## src/rtl/p2m_pkg.sv

```systemverilog
// Functional notes
// - Bits 0 and 1 reach port or peripheral logic only while segment select is 0.
// - Segment select is 1 when the LCD port-count field is 04h or greater.
// - Bits 2, 4 and 5 have a digital path only while comparator disable is 0.
// - Bit 0 peripheral keeps port direction for timer channel 2 output, feeds capture input A.
// - Bit 1 peripheral lets the USART choose direction and carry its clock.
// - Bit 2 peripheral forces input and feeds the USART slave transmit enable.
// - Bit 4 peripheral forces output driven by the USART transmit line.
// - Bit 5 peripheral forces input, output low, feeds USART receive line.
// - Bit 3 loses its digital path when supervisor level select is 1111b.
// - Flags of unbonded bits 6 and 7 change only by software writes.
// - Bits 6 and 7 keep all control bits but have no pin or peripheral output.

package p2m_pkg;

  // ----------------------------------------------------------------
  // Widths.
  // ----------------------------------------------------------------
  localparam int PORT_W = 8;
  localparam int PIN_W  = 6;
  localparam int LCDP_W = 3;
  localparam int VLD_W  = 4;

  // ----------------------------------------------------------------
  // Register byte offsets on the bus.
  // ----------------------------------------------------------------
  localparam logic [7:0] OFF_SEL = 8'h00;
  localparam logic [7:0] OFF_DIR = 8'h04;
  localparam logic [7:0] OFF_OUT = 8'h08;
  localparam logic [7:0] OFF_IN  = 8'h0C;
  localparam logic [7:0] OFF_IE  = 8'h10;
  localparam logic [7:0] OFF_IFG = 8'h14;
  localparam logic [7:0] OFF_IES = 8'h18;
  localparam logic [7:0] OFF_CFG = 8'h1C;
  localparam logic [7:0] OFF_STS = 8'h20;

  // ----------------------------------------------------------------
  // Configuration register field positions.
  // ----------------------------------------------------------------
  localparam int CFG_CID_LSB  = 2;
  localparam int CFG_CID_MSB  = 5;
  localparam int CFG_LCDP_LSB = 8;
  localparam int CFG_VLD_LSB  = 12;

  // ----------------------------------------------------------------
  // Reset values and thresholds.
  // ----------------------------------------------------------------
  localparam logic [7:0]        PORT_RST   = 8'h00;
  localparam logic [3:0]        CID_RST    = 4'h0;
  localparam logic [LCDP_W-1:0] LCDP_RST   = 3'h0;
  localparam logic [VLD_W-1:0]  VLD_RST    = 4'h0;
  localparam logic [LCDP_W-1:0] LCDP_SEG   = 3'h4;
  localparam logic [VLD_W-1:0]  VLD_EXTERN = 4'hF;

endpackage

```

## src/rtl/p2m_mux.sv

```systemverilog
// The implementer's own choices: the placing of the registers and the Wishbone slave port.
`timescale 1ns/10ps
`default_nettype none

// Pin function multiplexer for the second eight-bit port.
module p2m_mux (
  input  wire logic        clk_i,
  input  wire logic        rst_i,
  // Classic Wishbone slave.
  input  wire logic        wb_cyc_i,
  input  wire logic        wb_stb_i,
  input  wire logic        wb_we_i,
  input  wire logic [7:0]  wb_adr_i,
  input  wire logic [3:0]  wb_sel_i,
  input  wire logic [31:0] wb_dat_i,
  output logic      [31:0] wb_dat_o,
  output logic             wb_ack_o,
  // Bonded pins.
  input  wire logic [5:0]  pin_i,
  output logic      [5:0]  pin_o,
  output logic      [5:0]  pin_oe_o,
  output logic      [5:0]  analog_en_o,
  output logic      [1:0]  segment_active_o,
  input  wire logic [1:0]  lcd_segment_i,
  // Peripherals.
  input  wire logic        timer_ch2_output_signal_i,
  output logic             timer_ch2_capture_input_a_o,
  input  wire logic        usart_clock_direction_control_i,
  input  wire logic        usart_serial_clock_i,
  output logic             usart_serial_clock_o,
  output logic             usart_slave_transmit_enable_o,
  input  wire logic        usart_transmit_line_i,
  output logic             usart_receive_line_o,
  // Interrupt request.
  output logic             irq_o
);

  // ----------------------------------------------------------------
  // Helpers.
  // ----------------------------------------------------------------

  // Address match for one register.
  function automatic logic hit(input logic [7:0] adr,
                               input logic [7:0] off);
    hit = (adr == off);
  endfunction

  // Byte-lane merge of one write lane into a stored byte.
  function automatic logic [7:0] lane(input logic [7:0] old,
                                      input logic [7:0] wr,
                                      input logic       en);
    lane = en ? wr : old;
  endfunction

  // ----------------------------------------------------------------
  // Storage.
  // ----------------------------------------------------------------
  logic [7:0] pin_function_select_reg;
  logic [7:0] pin_direction_reg;
  logic [7:0] pin_output_level_reg;
  logic [7:0] pin_irq_enable_reg;
  logic [7:0] pin_irq_flag_reg;
  logic [7:0] pin_irq_flag_next;
  logic [7:0] pin_edge_select_reg;
  logic [3:0] comparator_input_disable_reg;
  logic [p2m_pkg::LCDP_W-1:0] lcd_port_count_field_reg;
  logic [p2m_pkg::VLD_W-1:0]  supervisor_level_select_reg;
  logic       ack_reg;
  logic [31:0] dat_reg;

  logic [5:0] lvl;
  logic [5:0] rise;
  logic [5:0] fall;
  logic       port_vs_segment_select;
  logic [5:0] digital_en;
  logic [7:0] pin_input_level;
  logic [7:0] edge_set;
  logic       wr_go;
  logic       rd_go;
  logic [31:0] rd_data;
  logic [5:0] pin_next;
  logic [5:0] oe_next;

  // ----------------------------------------------------------------
  // Input synchroniser.
  // ----------------------------------------------------------------
  p2m_sync u_sync (
    .clk_i   (clk_i),
    .rst_i   (rst_i),
    .pin_i   (pin_i),
    .level_o (lvl),
    .rise_o  (rise),
    .fall_o  (fall)
  );

  // ----------------------------------------------------------------
  // Digital path enables.
  // ----------------------------------------------------------------

  // Segment drive takes bits 0 and 1 once the count field reaches 04h.
  assign port_vs_segment_select =
    (lcd_port_count_field_reg >= p2m_pkg::LCDP_SEG);

  // Bits 0 and 1 share the segment enable condition; bits 2 to 5 each own one.
  always_comb begin
    digital_en[0] = ~port_vs_segment_select;
    digital_en[1] = ~port_vs_segment_select;
    digital_en[2] = ~comparator_input_disable_reg[0];
    digital_en[3] = (supervisor_level_select_reg
                     != p2m_pkg::VLD_EXTERN);
    digital_en[4] = ~comparator_input_disable_reg[2];
    digital_en[5] = ~comparator_input_disable_reg[3];
  end

  // Bit 1 of the disable field is kept but the supervisor decides bit 3.
  // Unbonded bits read low; disabled bits read low as well.
  assign pin_input_level = {2'b00, lvl & digital_en};

  // ----------------------------------------------------------------
  // Pin drive selection.
  // ----------------------------------------------------------------

  // Chooses level and enable per pin from segment, peripheral or port.
  always_comb begin
    pin_next = '0;
    oe_next  = '0;
    for (int i = 0; i < 6; i++) begin
      if (!digital_en[i]) begin
        if (i < 2) begin
          pin_next[i] = lcd_segment_i[i[0]];
          oe_next[i]  = 1'b1;
        end
      end else if (!pin_function_select_reg[i]) begin
        pin_next[i] = pin_output_level_reg[i];
        oe_next[i]  = pin_direction_reg[i];
      end else begin
        case (i)
          0: begin
            pin_next[i] = timer_ch2_output_signal_i;
            oe_next[i]  = pin_direction_reg[i];
          end
          1: begin
            pin_next[i] = usart_serial_clock_i;
            oe_next[i]  = usart_clock_direction_control_i;
          end
          3: begin
            pin_next[i] = 1'b0;
            oe_next[i]  = pin_direction_reg[i];
          end
          4: begin
            pin_next[i] = usart_transmit_line_i;
            oe_next[i]  = 1'b1;
          end
          default: begin
            pin_next[i] = 1'b0;
            oe_next[i]  = 1'b0;
          end
        endcase
      end
    end
  end

  // Pin drive and analog hand-over are registered.
  always_ff @(posedge clk_i) begin
    if (rst_i) begin
      pin_o            <= '0;
      pin_oe_o         <= '0;
      analog_en_o      <= '0;
      segment_active_o <= '0;
    end else begin
      pin_o            <= pin_next;
      pin_oe_o         <= oe_next;
      analog_en_o      <= {~digital_en[5:2], 2'b00};
      segment_active_o <= {2{port_vs_segment_select}};
    end
  end

  // ----------------------------------------------------------------
  // Peripheral inputs.
  // ----------------------------------------------------------------

  // Routes the synchronised pin levels to the peripherals.
  always_ff @(posedge clk_i) begin
    if (rst_i) begin
      timer_ch2_capture_input_a_o   <= 1'b0;
      usart_serial_clock_o          <= 1'b0;
      usart_slave_transmit_enable_o <= 1'b0;
      usart_receive_line_o          <= 1'b1;
    end else begin
      timer_ch2_capture_input_a_o <= digital_en[0]
        & pin_function_select_reg[0] & lvl[0];
      usart_serial_clock_o <= digital_en[1] & pin_function_select_reg[1]
        & ~usart_clock_direction_control_i & lvl[1];
      usart_slave_transmit_enable_o <= digital_en[2]
        & pin_function_select_reg[2] & lvl[2];
      usart_receive_line_o <= (digital_en[5] & pin_function_select_reg[5])
        ? lvl[5] : 1'b1;
    end
  end

  // ----------------------------------------------------------------
  // Bus access.
  // ----------------------------------------------------------------
  assign rd_go = wb_cyc_i & wb_stb_i & ~ack_reg;
  assign wr_go = wb_cyc_i & wb_stb_i & ack_reg & wb_we_i;

  // Read mux; unmapped addresses read zero.
  always_comb begin
    rd_data = 32'h0000_0000;
    if (hit(wb_adr_i, p2m_pkg::OFF_SEL)) begin
      rd_data[7:0] = pin_function_select_reg;
    end else if (hit(wb_adr_i, p2m_pkg::OFF_DIR)) begin
      rd_data[7:0] = pin_direction_reg;
    end else if (hit(wb_adr_i, p2m_pkg::OFF_OUT)) begin
      rd_data[7:0] = pin_output_level_reg;
    end else if (hit(wb_adr_i, p2m_pkg::OFF_IN)) begin
      rd_data[7:0] = pin_input_level;
    end else if (hit(wb_adr_i, p2m_pkg::OFF_IE)) begin
      rd_data[7:0] = pin_irq_enable_reg;
    end else if (hit(wb_adr_i, p2m_pkg::OFF_IFG)) begin
      rd_data[7:0] = pin_irq_flag_reg;
    end else if (hit(wb_adr_i, p2m_pkg::OFF_IES)) begin
      rd_data[7:0] = pin_edge_select_reg;
    end else if (hit(wb_adr_i, p2m_pkg::OFF_CFG)) begin
      rd_data[p2m_pkg::CFG_CID_MSB:p2m_pkg::CFG_CID_LSB] =
        comparator_input_disable_reg;
      rd_data[p2m_pkg::CFG_LCDP_LSB +: p2m_pkg::LCDP_W] =
        lcd_port_count_field_reg;
      rd_data[p2m_pkg::CFG_VLD_LSB +: p2m_pkg::VLD_W] =
        supervisor_level_select_reg;
    end else if (hit(wb_adr_i, p2m_pkg::OFF_STS)) begin
      rd_data[0]   = port_vs_segment_select;
      rd_data[7:2] = {2'b00, ~digital_en[5:2]};
    end
  end

  // Acknowledge one cycle after the request, then drop it.
  always_ff @(posedge clk_i) begin
    if (rst_i) begin
      ack_reg <= 1'b0;
      dat_reg <= 32'h0000_0000;
    end else begin
      ack_reg <= rd_go;
      if (rd_go) begin
        dat_reg <= rd_data;
      end
    end
  end

  assign wb_ack_o = ack_reg;
  assign wb_dat_o = dat_reg;

  // ----------------------------------------------------------------
  // Port control registers.
  // ----------------------------------------------------------------

  // Plain control bytes; all eight bits exist for unbonded bits too.
  always_ff @(posedge clk_i) begin
    if (rst_i) begin
      pin_function_select_reg <= p2m_pkg::PORT_RST;
      pin_direction_reg       <= p2m_pkg::PORT_RST;
      pin_output_level_reg    <= p2m_pkg::PORT_RST;
      pin_irq_enable_reg      <= p2m_pkg::PORT_RST;
      pin_edge_select_reg     <= p2m_pkg::PORT_RST;
    end else if (wr_go) begin
      if (hit(wb_adr_i, p2m_pkg::OFF_SEL)) begin
        pin_function_select_reg <= lane(pin_function_select_reg,
                                        wb_dat_i[7:0], wb_sel_i[0]);
      end else if (hit(wb_adr_i, p2m_pkg::OFF_DIR)) begin
        pin_direction_reg <= lane(pin_direction_reg,
                                  wb_dat_i[7:0], wb_sel_i[0]);
      end else if (hit(wb_adr_i, p2m_pkg::OFF_OUT)) begin
        pin_output_level_reg <= lane(pin_output_level_reg,
                                     wb_dat_i[7:0], wb_sel_i[0]);
      end else if (hit(wb_adr_i, p2m_pkg::OFF_IE)) begin
        pin_irq_enable_reg <= lane(pin_irq_enable_reg,
                                   wb_dat_i[7:0], wb_sel_i[0]);
      end else if (hit(wb_adr_i, p2m_pkg::OFF_IES)) begin
        pin_edge_select_reg <= lane(pin_edge_select_reg,
                                    wb_dat_i[7:0], wb_sel_i[0]);
      end
    end
  end

  // Analog, segment and supervisor configuration.
  always_ff @(posedge clk_i) begin
    if (rst_i) begin
      comparator_input_disable_reg <= p2m_pkg::CID_RST;
      lcd_port_count_field_reg     <= p2m_pkg::LCDP_RST;
      supervisor_level_select_reg  <= p2m_pkg::VLD_RST;
    end else if (wr_go && hit(wb_adr_i, p2m_pkg::OFF_CFG)) begin
      if (wb_sel_i[0]) begin
        comparator_input_disable_reg <=
          wb_dat_i[p2m_pkg::CFG_CID_MSB:p2m_pkg::CFG_CID_LSB];
      end
      if (wb_sel_i[1]) begin
        lcd_port_count_field_reg <=
          wb_dat_i[p2m_pkg::CFG_LCDP_LSB +: p2m_pkg::LCDP_W];
        supervisor_level_select_reg <=
          wb_dat_i[p2m_pkg::CFG_VLD_LSB +: p2m_pkg::VLD_W];
      end
    end
  end

  // ----------------------------------------------------------------
  // Interrupt flags.
  // ----------------------------------------------------------------

  // Edge events only for bonded bits with an active digital path.
  always_comb begin
    edge_set = 8'h00;
    for (int i = 0; i < 6; i++) begin
      edge_set[i] = digital_en[i] & (pin_edge_select_reg[i]
                    ? fall[i] : rise[i]);
    end
  end

  // Software writes the flags; a hardware edge in the same cycle wins.
  always_comb begin
    pin_irq_flag_next = pin_irq_flag_reg;
    if (wr_go && hit(wb_adr_i, p2m_pkg::OFF_IFG)) begin
      pin_irq_flag_next = lane(pin_irq_flag_reg,
                               wb_dat_i[7:0], wb_sel_i[0]);
    end
    pin_irq_flag_next = pin_irq_flag_next | edge_set;
  end

  // Flag storage.
  always_ff @(posedge clk_i) begin
    if (rst_i) begin
      pin_irq_flag_reg <= p2m_pkg::PORT_RST;
    end else begin
      pin_irq_flag_reg <= pin_irq_flag_next;
    end
  end

  // One request line for all enabled flags, software ones included.
  assign irq_o = |(pin_irq_flag_reg & pin_irq_enable_reg);

endmodule // p2m_mux

`default_nettype wire

```

## src/rtl/p2m_sync.sv

```systemverilog
`timescale 1ns/10ps
`default_nettype none

// Two-flop synchroniser with rise and fall pulses for the pin inputs.
module p2m_sync (
  input  wire logic                    clk_i,
  input  wire logic                    rst_i,
  input  wire logic [p2m_pkg::PIN_W-1:0] pin_i,
  output logic      [p2m_pkg::PIN_W-1:0] level_o,
  output logic      [p2m_pkg::PIN_W-1:0] rise_o,
  output logic      [p2m_pkg::PIN_W-1:0] fall_o
);

  logic [p2m_pkg::PIN_W-1:0] meta_reg;
  logic [p2m_pkg::PIN_W-1:0] sync_reg;
  logic [p2m_pkg::PIN_W-1:0] prev_reg;

  // Only the second stage reads the first; edges use stages two and three.
  always_ff @(posedge clk_i) begin
    if (rst_i) begin
      meta_reg <= '0;
      sync_reg <= '0;
      prev_reg <= '0;
    end else begin
      meta_reg <= pin_i;
      sync_reg <= meta_reg;
      prev_reg <= sync_reg;
    end
  end

  // Edge pulses last one cycle.
  assign level_o = sync_reg;
  assign rise_o  = sync_reg & ~prev_reg;
  assign fall_o  = ~sync_reg & prev_reg;

endmodule // p2m_sync

`default_nettype wire
```

## config.mk

```make
export PLATFORM = sky130hd
export DESIGN_NAME = p2m_mux
export DESIGN_NICKNAME = d
export VERILOG_FILES = /design/src/rtl/p2m_pkg.sv /design/src/rtl/p2m_mux.sv /design/src/rtl/p2m_sync.sv
export SDC_FILE = /design/constraint.sdc
export NUM_CORES = 1
export LEC_CHECK = 0
export BUFFER_PORTS_ARGS = -buffer_cell sky130_fd_sc_hd__buf_2
export CORE_MARGIN = 4
export CORE_UTILIZATION = 53
export CTS_BUF_LIST = sky130_fd_sc_hd__clkbuf_8 sky130_fd_sc_hd__clkbuf_16
export DETAILED_ROUTE_END_ITERATION = 16
export PLACE_DENSITY_LB_ADDON = 0.12
export SLEW_MARGIN = 20
export SYNTH_ARGS = -nofsm -noshare
export SYNTH_HDL_FRONTEND = slang
export SYNTH_SLANG_ARGS = --single-unit
export TNS_END_PERCENT = 50
```

## constraint.sdc

```tcl
create_clock -name clk_i -period 2.2 [get_ports clk_i]
set_input_delay 0.11 -clock clk_i [delete_from_list [all_inputs] [get_ports clk_i]]
set_output_delay 0.11 -clock clk_i [all_outputs]
set_load 0.01 [all_outputs]
```

# --- Word-level counts from Yosys, hierarchy flattened ---
# Cells that the tools add are included.
totals:
  ramBits: 0
  elab_cells: 142
  n_memories: 0
  rom_bits: 0
  latchBits: 0
  inputBits: 61
  out_inout_bits: 58
  reg_bits: 116
classes:
  multipliers: 0
  magnitude_cmp: 1
  n_eq_ne: 9
  add_sub_neg: 0
  reduce_logical: 17
  mux: 46
  shifts: 0
  bitwise_logic: 38
  n_div: 0
ops:
  columns: ["operator", "count"]
  rows:
  - ["8-bit 2-to-1 mux", 8]
  - ["4-bit 2-to-1 mux", 10]
  - ["8-bit by 5-bit == test with 1-bit output, second input constant", 4]
  - ["3-bit 2-to-1 mux", 8]
  - ["1-bit 2-to-1 mux", 19]
  - ["1-bit AND", 18]
  - ["6-bit AND", 3]
  - ["8-bit by 4-bit == test with 1-bit output, second input constant", 2]
  - ["1-bit NOT", 12]
  - ["6-bit NOT", 2]
  - ["3-bit OR reduction", 3]
  - ["8-bit AND", 1]
  - ["8-bit by 3-bit == test with 1-bit output, second input constant", 1]
  - ["8-bit by 6-bit == test with 1-bit output, second input constant", 1]
  - ["8-bit zero test", 1]
  - ["8-bit by 6-bit OR with 8-bit output", 1]
  - ["8-bit OR reduction", 1]
  - ["7-bit AND reduction", 1]
  - ["6-bit 2-to-1 mux", 1]
  - ["6-bit AND reduction", 1]
  - ["2-bit OR reduction", 3]
  - ["5-bit AND reduction", 1]
  - ["4-bit inequality test, second input constant", 1]
  - ["4-bit NOT", 1]
  - ["other kinds (5)", 7]

# --- Depth between registers and ports, before layout ---
# Gate-level depths: netlist (run 1).
depth:
  ltp_word: 11
  mapped_depth: 7
  mapped_depth_nobuf: 5

# --- Cells and area by module ---
# Synthesis (run 1) repeated with hierarchy kept, for this count alone.
unflattened:
  cells_unflattened: 536
  hier_area_um2: 4961.0
modules_own_cells:
  columns: ["mod", "instances", "cells_each", "area_each_um2", "seq_area_each_um2"]
  rows:
  - ["p2m_mux", 1, 487, 4396.7, 1921.8]
  - ["p2m_sync", 1, 49, 564.3, 360.3]

# --- Worst setup path before layout (run 1) ---
# Ideal clock, no wire load.
synth_timing:
  path_type: "reg-to-reg"
  start: "register ack_reg, in the netlist wb_ack_o"
  end: "register pin_irq_flag_reg[0]"
  path_stages_with_launch: 7
  required_ns: 2.068
  path_buffers: 1
  setup_ns: 0.132
  arrival_ns: 1.754
  synth_period_minus_slack_ns: 1.886
  setup_slack_ns: 0.314
  path_cell_list: "dfxtp_1 -> and4_1 -> clkbuf_1 -> nand3_1 -> nor4_4 -> mux2i_1 -> a21oi_1"
synth_via:
  elab_chain_cells: 5
synth_lines:
  columns: ["item", "line_no", "text"]
  rows:
  - ["from (decl)", "p2m_mux.sv:68", "logic ack_reg;"]
  - ["from (signal assigned)", "p2m_mux.sv:243", "ack_reg <= rd_go;"]
  - ["1-bit AND (2 in series)", "p2m_mux.sv:205", "assign wr_go = wb_cyc_i & wb_stb_i & ack_reg & wb_we_i;"]
  - ["1-bit logical AND", "p2m_mux.sv:321", "if (wr_go && hit(wb_adr_i, p2m_pkg::OFF_IFG)) begin"]
  - ["8-bit 2-to-1 mux", "p2m_mux.sv:321", null]
  - ["8-bit by 6-bit OR with 8-bit output", "p2m_mux.sv:325", "pin_irq_flag_next = pin_irq_flag_next | edge_set;"]
  - ["to (signal assigned)", "p2m_mux.sv:331", "pin_irq_flag_reg <= p2m_pkg::PORT_RST;"]
  - ["to (signal assigned)", "p2m_mux.sv:333", "pin_irq_flag_reg <= pin_irq_flag_next;"]
  - ["to (decl)", "p2m_mux.sv:62", "logic [7:0] pin_irq_flag_reg;"]
# No other way between the ends.
# A chain may end at the register's enable or synchronous reset.

# --- Final worst setup path (run 1) ---
layout_timing:
  start: "register ack_reg, in the netlist wb_ack_o"
  end: "register pin_irq_flag_reg[4]"
# The elaborated chain is that of the path after synthesis.

==> flow_summary.toml, run 1 <==
[floorplanning]
core_area_sq_mm = 0.00885
fp.dieW_microns = 104
io_pins = 119
die_h_microns = 104
start_util_pct = 55.2
dieArea_sq_mm = 0.0108
fp-row-count = 34

[routing]
drtIter0Drc = 288
drtPass1Iterations = 5
ant_nets = 0
routed_wl_microns = 13300
vias_per_cell = 5.49
drc = 0
via_count = 4291
wl_per_cell_microns = 17.0

[setup_path]
cp_cell_sequence = "and4_1 -> nand3_1 -> nor4_4 -> buf_4 -> mux2i_1 -> a21oi_1"
end_kind = "flip-flop"
worstPathMaxFanout = 6
crit_arrival_ns = 2.34
required_ns = 2.59
criticalPathCategory = "reg2reg"
worstSetupStartpointType = "flip-flop"
critPathSlowestCell = "nor4_4"
slowest_delay_ns = 0.39

[sta]
period_minus_slack_ns = 1.94
maxSlewViolCount = 0
relSlewSlack_pct = 57.1
fmax_ghz = 0.515
fin_tns_setup_ns = 0
setup_viol = 0
worst_pin_slew_ns = 0.641
rsz0062_at_grt = "no"
skew_ns = 0.00829
final.period_utilization_pct = 88.3
hold_viol_final = 0
whs_ns = 0.0467

[clock_network]
clk_latency_ns = 0.51
root_buffer = "clkbuf_8"
cts_buffers = 17
clk_path_buf_depth = 2
cts_sinks = 114
clk_pin_slew_worst_paths_ns = 0.06
cts-htree-levels = 4
post_cts_resized = 0
cts_tree = "done"

[placed_design]
numPortBuffers = 80
gp_congestion = 0.992
place_hpwl_microns = 8960

[grt]
grt_max_degree = 51
busiest_layer = "met2"
grtUsageTotal_pct = 25.0
antenna_found_initial = 0
grt_pass1_wl_microns = 21800
grtUsageMet3_pct = 8.26
grt_pass1_vias = 4277
grtUsageMet1_pct = 32.2
grt_use_met2_pct = 39.7
grt_overflow_total = 0

[power]
powerDensity_mw_per_mm2 = 837
peakVddDrop_uv = 489
p_leak_nw = 2.70

[yosys]
avgSynthCellArea_sq_um = 9.01
yosys_warnings = 0
synth_cells = 542
ys.flop_type = "dfxtp_1"
synth_compound_area_share_pct = 13.0
synth_top_family_by_area = "simple AND/OR/NAND/NOR gates"
netlist_area_sq_mm = 0.00489
yosysSeqAreaShare_pct = 46.7
synthMuxAreaShare_pct = 12.1
synth_edf_count = 0
synthArstFlopShare_pct = 0
synth.distinct_cells = 52
synthAdderAreaFrac_pct = 0
ys_ff_latch = 114
synth_xor_area_share_pct = 0
synthSimpleGateAreaFrac_pct = 21.7

[flow_run]
maxCapViolations = 0

[finish]
fillCellCount = 707
nets = 722
largest_reg_flops = 15
n_antenna_cell = 0
drive_gt1_share_pct = 21.1
areaGrowthSynthToFinish_pct = 29.5

[min_path]
hold_path.class = "in2reg"

[status]
outcome = "complete, no violations"
-- logic make-up (layout without fill, tap and decap cells) --
kind of cell,after synthesis,count (layout)
AO/OA/AOI/OAI,96,96
buffers and inverters,63,177
AND/OR/NAND/NOR,209,209
multiplexers,59,59
flip-flops,114,114
other,1,19
-- stage by stage --
stage	std cells	setup WS, ns	utilization (%)	power, mW	area [sq um]
detailed placement	723	0.181	61.4	2.39	5430
finish	782	0.257	71.5	5.30	6330
global route	782	0.111	71.5	5.47	6330
global placement	723	0.186	61.4	2.39	5430
floorplan	560	0.314	-	2.31	4950
CTS	782	0.220	71.5	5.32	6330
-- per-layer routing --
metal	wire (microns)	vias up
met4	185	0
li1	-	2099
met2	6300	174
met1	5690	2001
met3	1090	17
met5	0	-
-- synthesized netlist by cell type (all sizes together), types with 3 or more instances --
| library cell | n | area, sq um |
|---|---|---|
| o221ai | 6 | 52.6 |
| o21a | 3 | 22.5 |
| a21oi | 22 | 110 |
| nand2 | 31 | 116 |
| o32ai | 3 | 26.3 |
| nand2b | 11 | 68.8 |
| nor2b | 27 | 169 |
| dfxtp | 114 | 2280 |
| a22o | 5 | 43.8 |
| a32oi | 4 | 35.0 |
| mux2i | 59 | 591 |
| nor3b | 3 | 22.5 |
| o21ai | 20 | 100 |
| nor4 | 4 | 40.0 |
| nand4 | 3 | 18.8 |
| a22oi | 11 | 82.6 |
| nand3 | 6 | 30.0 |
| or4b | 3 | 33.8 |
| clkbuf | 23 | 86.3 |
| inv | 16 | 60.1 |
| nor2 | 88 | 333 |
| and2 | 5 | 31.3 |
| a221oi | 3 | 26.3 |
| buf | 24 | 166 |
| nor3 | 14 | 86.3 |
| o22ai | 9 | 56.3 |
-- what timing repair did --
action,4_1_cts,5_1_grt
hold buffers,27,0
hold endpoints to repair,64,0
buffers inserted,0,0
-- cells in the final DEF (no fill, tap or decap), types with 9 or more instances in the layout --
cell and count:
a21oi_1 22, dlygate4sd3_1 27, mux2i_1 59, nor2b_1 27
a22oi_1 11, nor2_1 87, buf_2 79, o22ai_1 9
clkbuf_16 16, conb_1 19, nand2_1 31, nand2b_1 11
buf_4 21, dfxtp_1 114, o21ai_0 20, inv_1 17
nor3_1 12
-- final timing paths --
check                                 from  cells after the start                             end  slack, ns
max                    wb_ack_o$_SDFF_PP0_                      6  pin_irq_flag_reg[4]$_SDFF_PP0_       0.26
min                               wb_stb_i                      5        wb_dat_o[7]$_SDFFE_PP0P_       0.05
max reg2reg            wb_ack_o$_SDFF_PP0_                      6  pin_irq_flag_reg[4]$_SDFF_PP0_       0.26
min reg2reg  u_sync.meta_reg[1]$_SDFF_PP0_                      1    u_sync.level_o[1]$_SDFF_PP0_       0.44
-- report_power, final --
group / switching [mW] / internal [mW]
combinational: 0.169 / 0.115
sequential: 0.0155 / 2.09
clock: 1.02 / 1.89
-- area by class of cell --
| cell class | instances | area [sq um] | area share [%] |
|---|---|---|---|
| clock buffers | 18 | 428 | 6.76 |
| clock inverters | 14 | 201 | 3.18 |
| inverters | 16 | 60.1 | 0.949 |
| multi-input cells | 383 | 2360 | 37.3 |
| flip-flops and latches | 114 | 2280 | 36.1 |
| well taps | 108 | 135 | 2.14 |
| repair buffers | 129 | 863 | 13.6 |
-- worst max-delay path, delay by kind of cell (launching register included) --
| family | cells | cell delay (ns) |
|---|---|---|
| buf+inv | 1 | 0.25 |
| mux | 1 | 0.22 |
| compound gates | 1 | 0.09 |
| flops | 1 | 0.35 |
| simple gates | 3 | 0.93 |
(Power assumes the default switching activity.)
==> run 2, diff against run 1 <==
- BUFFER_PORTS_ARGS: -buffer_cell sky130_fd_sc_hd__buf_2 -> -buffer_cell sky130_fd_sc_hd__buf_4
==> run 2 against run 1 <==
Compared with the run above:
- combinational power is 8.1% higher
- flip-flop and latch count stayed put
- total power is 2.2% higher
- worst setup slack better by 0.21 ns
- sequential share of layout area is 1.3 points lower
- first-iteration DRC count is 6.6% higher
- clock skew is 0.0015 ns higher
- design area is 3.6% higher
- global-route usage is 0.092 points higher
- sequential power hardly changed
- die area stayed put
- critical path type unchanged
==> flow_summary.toml, run 2 (same netlist as run 1, synthesis figures left out) <==
[sta]
whs_ns = 0.0477
fmax_ghz = 0.578
maxSlewViolCount = 0
period_minus_slack_ns = 1.73
rsz0062_at_grt = "no"
setup_viol = 0
setup_ws_ns = 0.469
skew_ns = 0.00982
fin_tns_setup_ns = 0
worst_pin_slew_ns = 0.587
relSlewSlack_pct = 60.7
final.period_utilization_pct = 78.7
hold_viol_final = 0

[setup_path]
end_kind = "flip-flop"
crit_family = "simple AND/OR/NAND/NOR gates"
crit_arrival_ns = 2.12
required_ns = 2.59
worst-path-buf-inv = 2
cpMostUsedCell = "buf_4"
worstPathMaxFanout = 6
cp_cell_sequence = "and4_1 -> buf_4 -> nand2_1 -> nor3_2 -> buf_4 -> mux2i_1 -> nor2_1"
slowest_delay_ns = 0.35
critPathSlowestCell = "dfxtp_1"
worstSetupStartpointType = "flip-flop"
rr_worst_depth = 7
path_depth = 7
criticalPathCategory = "reg2reg"

[routing]
routed_wl_microns = 13600
via_count = 4396
vias_per_cell = 5.62
drtPass1Iterations = 5
drc = 0
ant_nets = 0
wl_per_cell_microns = 17.3
drtIter0Drc = 307

[power]
peakVddDrop_uv = 477
total_power_mw = 5.42
p_leak_nw = 2.75
powerDensity_mw_per_mm2 = 826

[flow_run]
maxCapViolations = 0

[clock_network]
cts_buffers = 17
cts_tree = "done"
cts_setup_buffers = 0
cts_sinks = 114
clk_pin_slew_worst_paths_ns = 0.06
clk_latency_ns = 0.52
root_buffer = "clkbuf_8"
clk_path_buf_depth = 2
cts-htree-levels = 4

[floorplanning]
dieArea_sq_mm = 0.0108
die_h_microns = 104
fp.dieW_microns = 104
fp-row-count = 34
start_util_pct = 55.2
core_area_sq_mm = 0.00885
io_pins = 119

[grt]
grt_pass1_vias = 4352
antenna_found_initial = 0
grtUsageTotal_pct = 25.1
grt_pass1_wl_microns = 21900
grt_overflow_total = 0
grt_max_degree = 54

[finish]
areaGrowthSynthToFinish_pct = 34.2
final_cell_mix = "dfxtp_1, buf_4, nor2_1, mux2i_1, nand2_1"
nets = 723
final_common_cell = "dfxtp_1"
n_antenna_cell = 0
drive_gt1_share_pct = 20.9
largest_reg_flops = 15
fillCellCount = 688

[status]
outcome = "complete, no violations"

[placed_design]
pre_cts_ws_ns = 0.204
place_hpwl_microns = 8920
gp_congestion = 0.933
numPortBuffers = 80

[min_path]
hold_depth = 4
hold_path.class = "in2reg"
run 2: cell count changes in the layout (fill, tap and decap cells not counted), sizes merged:
cell and change:
inv -5, clkbuf +3, bufinv +1, dlygate4sd3 +1
run 2: routing by layer:
metal  vias up  track usage [%]  routed length (microns)
met2       178             41.6                     6490
li1       2096                -                        -
met3        23             5.28                      823
met4         0             8.93                      224
met5         -                0                        0
met1      2099             32.4                     6020
run 2: what timing repair did:
action                    4_1_cts  5_1_grt
hold endpoints to repair       71        0
hold buffers                   28        0
gates resized for setup         0        0
run 2: final timing paths:
kind | startpoint | to | slack (ns)
worst max-delay path | wb_ack_o$_SDFF_PP0_ | pin_output_level_reg[0]$_SDFFE_PP0P_ | 0.47
worst max register to register | wb_ack_o$_SDFF_PP0_ | pin_output_level_reg[0]$_SDFFE_PP0P_ | 0.47
worst min register to register | u_sync.meta_reg[0]$_SDFF_PP0_ | u_sync.level_o[0]$_SDFF_PP0_ | 0.43
worst min-delay path | wb_adr_i[3] | pin_irq_flag_reg[7]$_SDFFE_PP0P_ | 0.05
run 2: through the flow:
step           cells  instance area, sq um  utilization, %
2_1_floorplan    560                  4950               -
3_3_place_gp     723                  5630            63.6
3_5_place_dp     723                  5630            63.6
4_1_cts          782                  6560            74.1
5_1_grt          782                  6560            74.1
6_report         782                  6560            74.1
run 2: layout make-up:
cell class                 instances  area, sq um  share of cell area, %
multi-input combinational        383         2360                   36.0
sequential                       114         2280                   34.8
timing repair buffer             130         1070                   16.3
clock buffer                      21          469                   7.16
clock inverter                    10          180                   2.75
tap                              108          135                   2.06
inverter                          16         60.1                  0.916
run 2: power breakdown:
part           internal, mW  total, mW  switching [mW]
Combinational         0.139      0.308           0.170
Clock                  2.06       3.00           0.943
Sequential             2.09       2.10          0.0155
Total                  4.29       5.42            1.13
run 2: worst register-to-register path, cell delays in order (launching register included):
cell and delay (ns):
dfxtp_1 0.35, and4_1 0.25, buf_4 0.15, nand2_1 0.11, nor3_2 0.22, buf_4 0.23, mux2i_1 0.22, nor2_1 0.06
